--- config.mk ---
export PLATFORM = sky130hd
export DESIGN_NAME = tcs_temp_seq
export DESIGN_NICKNAME = d
export VERILOG_FILES = /design/src/hw/tcs_temp_seq.v
export VERILOG_INCLUDE_DIRS = /design/src /design/src/inc
export SDC_FILE = /design/constraint.sdc
export NUM_CORES = 1
export LEC_CHECK = 0
export ABC_CLOCK_PERIOD_IN_PS = 2500
export BUFFER_PORTS_ARGS = -buffer_cell sky130_fd_sc_hd__buf_2
export CAP_MARGIN = 15
export CORE_ASPECT_RATIO = 1.1
export CORE_UTILIZATION = 30
export DETAILED_ROUTE_END_ITERATION = 12
export HOLD_SLACK_MARGIN = 0.1
export PLACE_DENSITY_LB_ADDON = 0.12
export RECOVER_POWER = 50
export SLEW_MARGIN = 5
export SYNTH_ARGS = -nofsm -noshare
export SYNTH_HDL_FRONTEND = slang
export SYNTH_HIERARCHICAL = 1
export SYNTH_SLANG_ARGS = --single-unit
--- constraint.sdc ---
create_clock -name clk -period 2.5 [get_ports clk]
set_input_delay 0.375 -clock clk [delete_from_list [all_inputs] [get_ports clk]]
set_output_delay 0.375 -clock clk [all_outputs]
set_load 0.03 [all_outputs]
--- src/inc/tcs_defs.vh ---
`ifndef TCS_DEFS_VH
`define TCS_DEFS_VH

// ---------------------------------------------------------------
// Frame layout
// ---------------------------------------------------------------
`define TCS_WORD_BITS      5'd16
`define TCS_WRITE_BIT      15
`define TCS_PWRDN_BIT      2
`define TCS_TEMP_EN_BIT    1
`define TCS_CTRL_RESET     16'h0000
`define TCS_ALL_ONES       16'hFFFF
`define TCS_TEMP_ID        4'h8

// ---------------------------------------------------------------
// Timing
// ---------------------------------------------------------------
`define TCS_CLK_NS         4
`define TCS_CONV_US        100
// Cycle counts sized to their registers: 100 us and 100 ns at 4 ns
`define TCS_CONV_CYC       16'h61A8
`define TCS_GUARD_NS       100
`define TCS_GUARD_CYC      5'h19

`endif

--- src/hw/tcs_temp_seq.v ---
`timescale 1ns/1ps
`include "tcs_defs.vh"

// Notes on behaviour
// - Guard violation may spoil next conversion; temperature read stays intact.
// - While busy, one frame reads previous result, may write control register.
// - Later chip-select falls while busy still open a frame but start no conversion.
// - Each extra frame while busy shifts out all ones.
// - Chip-select high throughout busy keeps data output three-stated.
// - Write in first 16 clocks after busy rises sets next conversion config.
// - Early write setting power-down aborts conversion, enters power-down at edge 16.
// - Conversion spans several frames; result not expected within one frame.
// - Integration starts at chip-select fall, busy high until conversion ends.
// - Temperature measure and convert takes at most 100 microseconds.
// - Control write captured on first 16 clock falls only if leading bit one.
// - Each read word is four channel bits then twelve result bits.
module tcs_temp_seq #(
    parameter [15:0] CONV_CYC = `TCS_CONV_CYC
) (
    // Clock and reset
    input  wire        clk,
    input  wire        rst_n,
    // Serial link pins
    input  wire        cs_n,
    input  wire        sclk,
    input  wire        din,
    output reg         dout_o,
    output reg         dout_oe_n,
    // Conversion data and status
    input  wire [11:0] temp_result,
    output reg         temp_conversion_busy,
    output reg         partial_powerdown_bit,
    output reg  [15:0] ctrl_q
);

    // ---------------------------------------------------------------
    // Pin synchronisers
    // ---------------------------------------------------------------
    wire        cs_sync;
    wire        sck_sync;
    wire        din_sync;
    reg         cs_d_q;
    reg         sck_d_q;

    // Idle levels: chip select and link clock park high
    tcs_sync2 #(
        .RST_VAL (1'b1)
    ) u_cs_sync (
        .clk     (clk),
        .rst_n   (rst_n),
        .d       (cs_n),
        .q       (cs_sync)
    );

    tcs_sync2 #(
        .RST_VAL (1'b1)
    ) u_sck_sync (
        .clk     (clk),
        .rst_n   (rst_n),
        .d       (sclk),
        .q       (sck_sync)
    );

    tcs_sync2 #(
        .RST_VAL (1'b0)
    ) u_din_sync (
        .clk     (clk),
        .rst_n   (rst_n),
        .d       (din),
        .q       (din_sync)
    );

    // Edge history resets to the idle level, so reset gives no false edge
    always @(posedge clk or negedge rst_n) begin
        if (!rst_n) begin
            cs_d_q  <= 1'b1;
            sck_d_q <= 1'b1;
        end else begin
            cs_d_q  <= cs_sync;
            sck_d_q <= sck_sync;
        end
    end

    wire cs_fall  = cs_d_q & ~cs_sync;
    wire cs_rise  = ~cs_d_q & cs_sync;
    // Link clock edges count only inside a selected frame
    wire sck_fall = sck_d_q & ~sck_sync & ~cs_sync;

    // ---------------------------------------------------------------
    // Frame engine
    // ---------------------------------------------------------------
    localparam [2:0] ST_IDLE  = 3'b001;
    localparam [2:0] ST_BUSY  = 3'b010;
    localparam [2:0] ST_GUARD = 3'b100;

    reg  [2:0]  st_q;
    reg  [15:0] conv_cnt_q;
    reg  [4:0]  guard_cnt_q;
    reg  [4:0]  bit_cnt_q;
    reg  [15:0] tx_q;
    reg  [15:0] rx_q;
    reg         in_frame_q;
    reg         read_done_q;
    reg         early_q;
    reg  [11:0] result_q;

    wire [15:0] rx_next   = {rx_q[14:0], din_sync};
    wire [15:0] temp_word = {`TCS_TEMP_ID, result_q};

    always @(posedge clk or negedge rst_n) begin
        if (!rst_n) begin
            st_q                  <= ST_IDLE;
            conv_cnt_q            <= 16'h0000;
            guard_cnt_q           <= 5'd0;
            bit_cnt_q             <= 5'd0;
            tx_q                  <= 16'h0000;
            rx_q                  <= 16'h0000;
            in_frame_q            <= 1'b0;
            read_done_q           <= 1'b0;
            early_q               <= 1'b0;
            result_q              <= 12'h000;
            dout_o                <= 1'b0;
            dout_oe_n             <= 1'b1;
            temp_conversion_busy  <= 1'b0;
            partial_powerdown_bit <= 1'b0;
            ctrl_q                <= `TCS_CTRL_RESET;
        end else begin
            // Guard breach is not flagged; spacing is the host's duty
            if (st_q == ST_GUARD) begin
                guard_cnt_q <= guard_cnt_q - 5'd1;
                if (guard_cnt_q == 5'd1) begin
                    st_q <= ST_IDLE;
                end
            end

            if (cs_fall) begin
                bit_cnt_q  <= 5'd0;
                rx_q       <= 16'h0000;
                in_frame_q <= 1'b1;
                dout_oe_n  <= 1'b0;
                case (st_q)
                    ST_BUSY: begin
                        if (read_done_q) begin
                            tx_q   <= `TCS_ALL_ONES;
                            dout_o <= 1'b1;
                        end else begin
                            tx_q        <= temp_word;
                            dout_o      <= temp_word[15];
                            read_done_q <= 1'b1;
                        end
                    end
                    default: begin
                        // Guard breach only risks the next sample; word stays whole
                        tx_q   <= temp_word;
                        dout_o <= temp_word[15];
                        if (ctrl_q[`TCS_TEMP_EN_BIT] && !partial_powerdown_bit) begin
                            st_q                 <= ST_BUSY;
                            temp_conversion_busy <= 1'b1;
                            conv_cnt_q           <= CONV_CYC;
                            read_done_q          <= 1'b0;
                            early_q              <= 1'b1;
                        end
                    end
                endcase
            end else if (in_frame_q && sck_fall) begin
                tx_q      <= {tx_q[14:0], 1'b1};
                dout_o    <= tx_q[14];
                rx_q      <= rx_next;
                bit_cnt_q <= bit_cnt_q + 5'd1;
                if (bit_cnt_q == `TCS_WORD_BITS - 5'd1) begin
                    in_frame_q <= 1'b0;
                    dout_oe_n  <= 1'b1;
                    if (rx_next[`TCS_WRITE_BIT]) begin
                        ctrl_q                <= rx_next;
                        partial_powerdown_bit <= rx_next[`TCS_PWRDN_BIT];
                        if (st_q == ST_BUSY && early_q && rx_next[`TCS_PWRDN_BIT]) begin
                            st_q                 <= ST_IDLE;
                            temp_conversion_busy <= 1'b0;
                        end
                    end
                    early_q <= 1'b0;
                end
            end else if (cs_rise) begin
                // Short frame: drop the word, release the line
                in_frame_q <= 1'b0;
                dout_oe_n  <= 1'b1;
            end

            // Busy counter never stalls, so the wall-clock bound holds
            // even when the host keeps toggling chip select
            if (st_q == ST_BUSY) begin
                if (conv_cnt_q <= 16'h0001) begin
                    st_q                 <= ST_GUARD;
                    temp_conversion_busy <= 1'b0;
                    guard_cnt_q          <= `TCS_GUARD_CYC;
                    result_q             <= temp_result;
                end else begin
                    conv_cnt_q <= conv_cnt_q - 16'h0001;
                end
            end
            if (st_q == ST_BUSY && sck_fall && bit_cnt_q == `TCS_WORD_BITS - 5'd1) begin
                early_q <= 1'b0;
            end
        end
    end

endmodule // tcs_temp_seq

// ---------------------------------------------------------------
// Two-stage pin synchroniser
// ---------------------------------------------------------------
// Only the second stage is visible; the first may go metastable
module tcs_sync2 #(
    parameter [0:0] RST_VAL = 1'b0
) (
    // Clock and reset
    input  wire clk,
    input  wire rst_n,
    // Pin in, synchronised level out
    input  wire d,
    output reg  q
);

    reg         meta_q;

    always @(posedge clk or negedge rst_n) begin
        if (!rst_n) begin
            meta_q <= RST_VAL;
            q      <= RST_VAL;
        end else begin
            meta_q <= d;
            q      <= meta_q;
        end
    end

endmodule // tcs_sync2

; ---- Yosys cells after proc, flatten, opt, wreduce, memory -nomap -nowiden
; Cells that the tools add are included.
[totals]
reg_bits = 102
[op_classes]
bitwise = 8
n_reduce_logical = 17
order_cmp = 1
eq_ne = 7
add_sub_neg = 3
n_mux = 53
[ops]
columns = cell, n
row1 = two-way mux 15 bit, 6
row2 = two-way mux 16 bit, 5
row3 = two-way mux 3 bit, 11
row4 = two-way mux 1 bit, 26
row5 = two-way mux 5 bit, 5
row6 = "less-or-equal comparator 16 x 1 -> 1 bit, second input constant", 1
row7 = "subtractor 16 x 1 -> 16 bit, second input constant", 1
row8 = nonzero test 3 bit, 3
row9 = AND reduction 4 bit, 2
row10 = logical AND 1 bit, 6
row11 = "inequality test 3 x 2 -> 1 bit, second input constant", 2
row12 = AND reduction 2 bit, 3
row13 = "adder 5 x 1 -> 5 bit, second input constant", 1
row14 = "== test 5 x 1 -> 1 bit, second input constant", 1
row15 = "== test 5 x 4 -> 1 bit, second input constant", 1
row16 = "subtractor 5 x 1 -> 5 bit, second input constant", 1
row17 = AND 1 bit, 4
row18 = NOT 1 bit, 4
row19 = nonzero test 2 bit, 2
row20 = "== test 3 x 2 -> 1 bit, second input constant", 1
row21 = "== test 3 bit, second input constant", 1
row22 = "inequality test 3 x 1 -> 1 bit, second input constant", 1
row23 = zero test 1 bit, 1

; ---- Depth between registers and ports, before layout
[depth]
ltp_word = 10
depth_mapped = 8
depth_no_buf = 7

; ---- By module
; The synthesis kept the hierarchy.
[by_module_without_submodules]
columns = module, seq_area_each_um2, area_each_um2, cells_per_inst, instances
row1 = tcs_temp_seq, 2382.3, 4357.9, 384, 1
row2 = tcs_sync2 (u_cs_sync ...), 52.6, 52.6, 2, 2
row3 = tcs_sync2 (u_din_sync), 50.0, 50.0, 2, 1

; ---- Least setup slack after synthesis
; Ideal clock, no wire load.
[synth_timing]
path_kind = register to register
startpoint = register bit_cnt_q[0]
endpoint = register ctrl_q[10]
arrival_time_ns = 1.785
path_buffers = 1
stages_incl_launch_ff = 8
setup_slack_ns = 0.591
required_ns = 2.375
setup_time_ns = 0.125
synth_period_minus_slack_ns = 1.909
cell_sequence = dfrtp_1 -> ha_1 -> and3_1 -> ha_1 -> nand2_1 -> nor3_4 -> buf_2 -> mux2_2
[synth_between]
elab_chain_len = 2
[synth_rtl]
columns = item, line
row1 = "start, declared", tcs_temp_seq.v:99  ; reg [4:0] bit_cnt_q;
row2 = "start signal, assigned", tcs_temp_seq.v:169  ; bit_cnt_q <= bit_cnt_q + 5'd1;
row3 = == test 5 x 4 -> 1 bit, tcs_temp_seq.v:170  ; if (bit_cnt_q == `TCS_WORD_BITS - 5'd1) begin
row4 = AND reduction 4 bit (no source line), --
row5 = "end signal, assigned", tcs_temp_seq.v:126  ; ctrl_q <= `TCS_CTRL_RESET;
row6 = "end signal, assigned", tcs_temp_seq.v:174  ; ctrl_q <= rx_next;
row7 = "end, declared", tcs_temp_seq.v:33  ; output reg [15:0] ctrl_q
; No other way between the ends.
; A chain may end at the register's enable or synchronous reset.

; ---- Worst setup path after layout
[layout_timing]
startpoint = register u_cs_sync.q
endpoint = register conv_cnt_q[14]
[layout_between]
elab_chain_len = 5
[layout_rtl]
columns = item, line
row1 = "start, declared", tcs_temp_seq.v:221  ; output reg q
row2 = "start signal, assigned", tcs_temp_seq.v:232  ; q <= meta_q;
row3 = NOT 1 bit (*), tcs_temp_seq.v:84  ; wire cs_fall = cs_d_q & ~cs_sync;
row4 = AND 1 bit (*), tcs_temp_seq.v:84
row5 = via cs_fall, tcs_temp_seq.v:84
row6 = two-way mux 16 bit (*), tcs_temp_seq.v:136  ; if (cs_fall) begin
row7 = two-way mux 16 bit, tcs_temp_seq.v:192  ; if (conv_cnt_q <= 16'h0001) begin
row8 = two-way mux 16 bit (*), tcs_temp_seq.v:191  ; if (st_q == ST_BUSY) begin
row9 = "end signal, assigned", tcs_temp_seq.v:198  ; conv_cnt_q <= conv_cnt_q - 16'h0001;
row10 = "end, declared", tcs_temp_seq.v:97  ; reg [15:0] conv_cnt_q;
; The timed path passes the listed nets; every way through them passes the cells marked *.

==> results_dict.tcl <==
set metrics [dict create \
    status "complete, no violations" \
    max_cap_viol_count 0 \
    core_region_area_um2 14560 \
    hpwlAfterDp_um 6295 \
    grt_pass1_wl_um 15730 \
    cp_max_fo 10 \
    p_leak_nw 2.580 \
    die_h_um 130.6 \
    yosysUniqueCellTypes 58 \
    final-max-slew-violation-count 0 \
    drt-wirelength-per-cell_um 14.55 \
    hold_slack_ps 124.3 \
    cpPeakStageDelay_ps 600 \
    rows 46 \
    critPathSlowestCell "dfstp_1" \
    syn_to_final_growth_pct 17.13 \
    yosysWarnings 6 \
    syn-num-nets 414 \
    holdCritPathClass "primary input to register" \
    ios 37 \
    antenna_found_initial 0 \
    overflow 0 \
    rsz0062_at_grt "no" \
    cts.sinks 101 \
    grt.total_usage_pct 13.06 \
    postSynthCellCount 390 \
    start_util_pct 30.99 \
    endpoint_kind "register" \
    crit_chain "inv_1 > ha_1 > nand3b_1 > nand2b_1 > o41a_1 > mux2i_1" \
    swShare_pct 22.31 \
    setup_viol 0 \
    netlist_area_um2 4513 \
    clkPwrFrac_pct 44.8 \
    antennaDiodeCount 0 \
    max_freq_mhz 467.5 \
    clock_path_buffers 2 \
    fillers 1439 \
    drtIter0Drc 126 \
    syn_area_per_cell_um2 11.57 \
    grt_pass1_vias 3110 \
    die_w_um 118.9 \
    tightest_slew_ps 1195 \
    startpoint "u_cs_sync/q$_DFF_PN1_" \
    ys_seq_area_share_pct 56.22 \
    die-area_um2 15540 \
    cts-root-buf "clkbuf_16" \
    pwr-share-comb_pct 3.7 \
    cellPowerDensity_nw_per_um2 612.9 \
    io_buffers 36 \
    place_area_um2 4985 \
    async_flop_share_pct 100.0 \
    vias_per_cell 4.744 \
    skew_ps 10.05 \
    ir_drop_mv 0.3931 \
    synth_edf_count 0 \
    required_ps 2730 \
    cts_htree_levels 3 \
    synth-main-ff-cell "dfrtp_1" \
    start_kind "register" \
    slew_headroom_pct 20.31 \
    drive_gt1_share_pct 24.49 \
    cts_tree "done" \
    place_ws_ps 404.3 \
    cts_setup_buffers 0 \
    holdCritStartpoint "din" \
    gp_congestion 0.7472 \
    r2r-start "u_cs_sync/q$_DFF_PN1_" \
    p_seq_share_pct 51.6 \
    numCtsBuffers 9 \
    ys_seq_elements 101 \
    hold_viol 0 \
    grt_max_degree 47 \
    wirelength_um 9209 \
    fin_ws_ps 360.9 \
    switchingPower_mw 0.7230 \
    path_clk_slew_ps 70 \
    intPower_mw 2.517 \
    cts-resized-gates 0 \
    drc 0 \
    detail-route-antenna-nets 0 \
    layout_min_cycle_time_ps 2139 \
    cts_hold_buf 2 \
    clk-insertion-delay-late_ps 350 \
    num_vias 3003 \
    finalNetCount 460 \
    drt-pass1-iter-count 4 \
    cp.arrival_ps 2370 \
    fin_crit_sh_pct 85.56 \
    fin_setup_tns_ps 0 \
    critical_path_class "register to register" \
    fin_area_um2 5286 \
]
## path summary, 6_finish.rpt
| kind | to | slack [ps] | depth (start not counted) |
|---|---|---|---|
| worst max-delay path | conv_cnt_q[14]$_DFF_PN0_ | 360 | 6 |
| max in group asynchronous | tx_q[9]$_DFFE_PN0N_ | 630 | 3 |
| worst min-delay path | u_din_sync/meta_q$_DFF_PN0_ | 120 | 1 |
| worst min register to register | u_din_sync/q$_DFF_PN0_ | 350 | 0 |
| min in group asynchronous | conv_cnt_q[5]$_DFF_PN0_ | 790 | 2 |
| worst max register to register | conv_cnt_q[14]$_DFF_PN0_ | 360 | 6 |
## area by class of cell
type                            count  area, µm²  area share, %
Sequential cell                   101       2537          48.00
Multi-Input combinational cell    264       1877          35.50
Timing Repair Buffer               52      291.5          5.515
Clock buffer                       11      242.7          4.592
Tap cell                          192      240.2          4.544
Clock inverter                      5      67.56          1.278
Inverter                            8      30.03         0.5680
## cell usage after synthesis, drive strengths merged, types with 5 or more instances
library cell   n  share of area, %
a21oi         23               2.6
mux2i         22               4.9
clkbuf         7              0.58
xor2           5              0.97
dfstp          8               4.7
mux2          38               9.5
dfrtp         93                52
ha             7               1.9
inv            7              0.58
buf           10               1.3
nand3          5              0.83
nor3          10               1.9
o21ai         10               1.1
nor2          17               1.4
nand2         70               5.9
## worst max-delay path, delay by kind of cell (launching register included)
family	cells	cell delay, ps
buffers and inverters	1	80
and+or+nand+nor	2	680
DFF	1	600
muxes	1	70
adders and majority gates	1	340
AOI/OAI and AO/OA	1	240
## registers in the layout, indices dropped and copies added (netlist names), 3 cells and up
| register | count |
|---|---|
| st_q | 3 |
| ctrl_q | 16 |
| tx_q | 15 |
| result_q | 12 |
| rx_q | 15 |
| conv_cnt_q | 16 |
| bit_cnt_q | 5 |
| guard_cnt_q | 5 |
## power groups by stage
stage          Combinational [mW]  Clock, mW  Sequential, mW
6_report                    0.119       1.45            1.67
5_1_grt                     0.136       1.56            1.67
4_1_cts                     0.126       1.51            1.67
3_5_place_dp                0.123          0            1.70
3_3_place_gp                0.122          0            1.70
2_1_floorplan              0.0446          0            1.70
## layer usage
metal / vias up / global-route usage (%) / routed length [µm]
met2: 46 / 21.05 / 4395
met3: 12 / 3.255 / 289
li1: 1453 / - / -
met1: 1492 / 16.88 / 4368
met4: 0 / 5.361 / 155
met5: - / 0 / 0
## stage by stage
| step | cells | power (mW) | utilization, % |
|---|---|---|---|
| after global routing | 633 | 3.372 | 36.30 |
| final | 633 | 3.240 | 36.30 |
| after CTS | 633 | 3.303 | 36.50 |
| after floorplan | 390 | 1.749 | - |
| after global placement | 615 | 1.824 | 34.23 |
| after detailed placement | 615 | 1.826 | 34.23 |
## kinds of logic (layout without fill, tap and decap cells)
| kind of cell | Yosys count | in the layout | share of synthesized area (%) |
|---|---|---|---|
| AO/OA/AOI/OAI | 53 | 53 | 7.486 |
| XOR/XNOR | 7 | 7 | 1.358 |
| adder cells (fa/ha/maj) | 7 | 7 | 1.941 |
| buffers and inverters | 25 | 76 | 2.523 |
| flip-flops | 101 | 101 | 56.22 |
| multiplexers | 60 | 60 | 14.36 |
| AND/OR/NAND/NOR | 137 | 137 | 16.11 |
## placed cells by master, fill, tap and decap left out, types with 6 or more instances in the layout
cell type	instances
a21oi_1	23
clkbuf_1	20
mux2i_1	22
ha_1	7
o21ai_0	10
inv_1	7
buf_2	16
clkbuf_16	9
dfstp_2	6
mux2_2	38
nand2_1	68
nor2_1	17
buf_4	12
dfrtp_1	93
nor3_1	7
(Power assumes the default switching activity.)
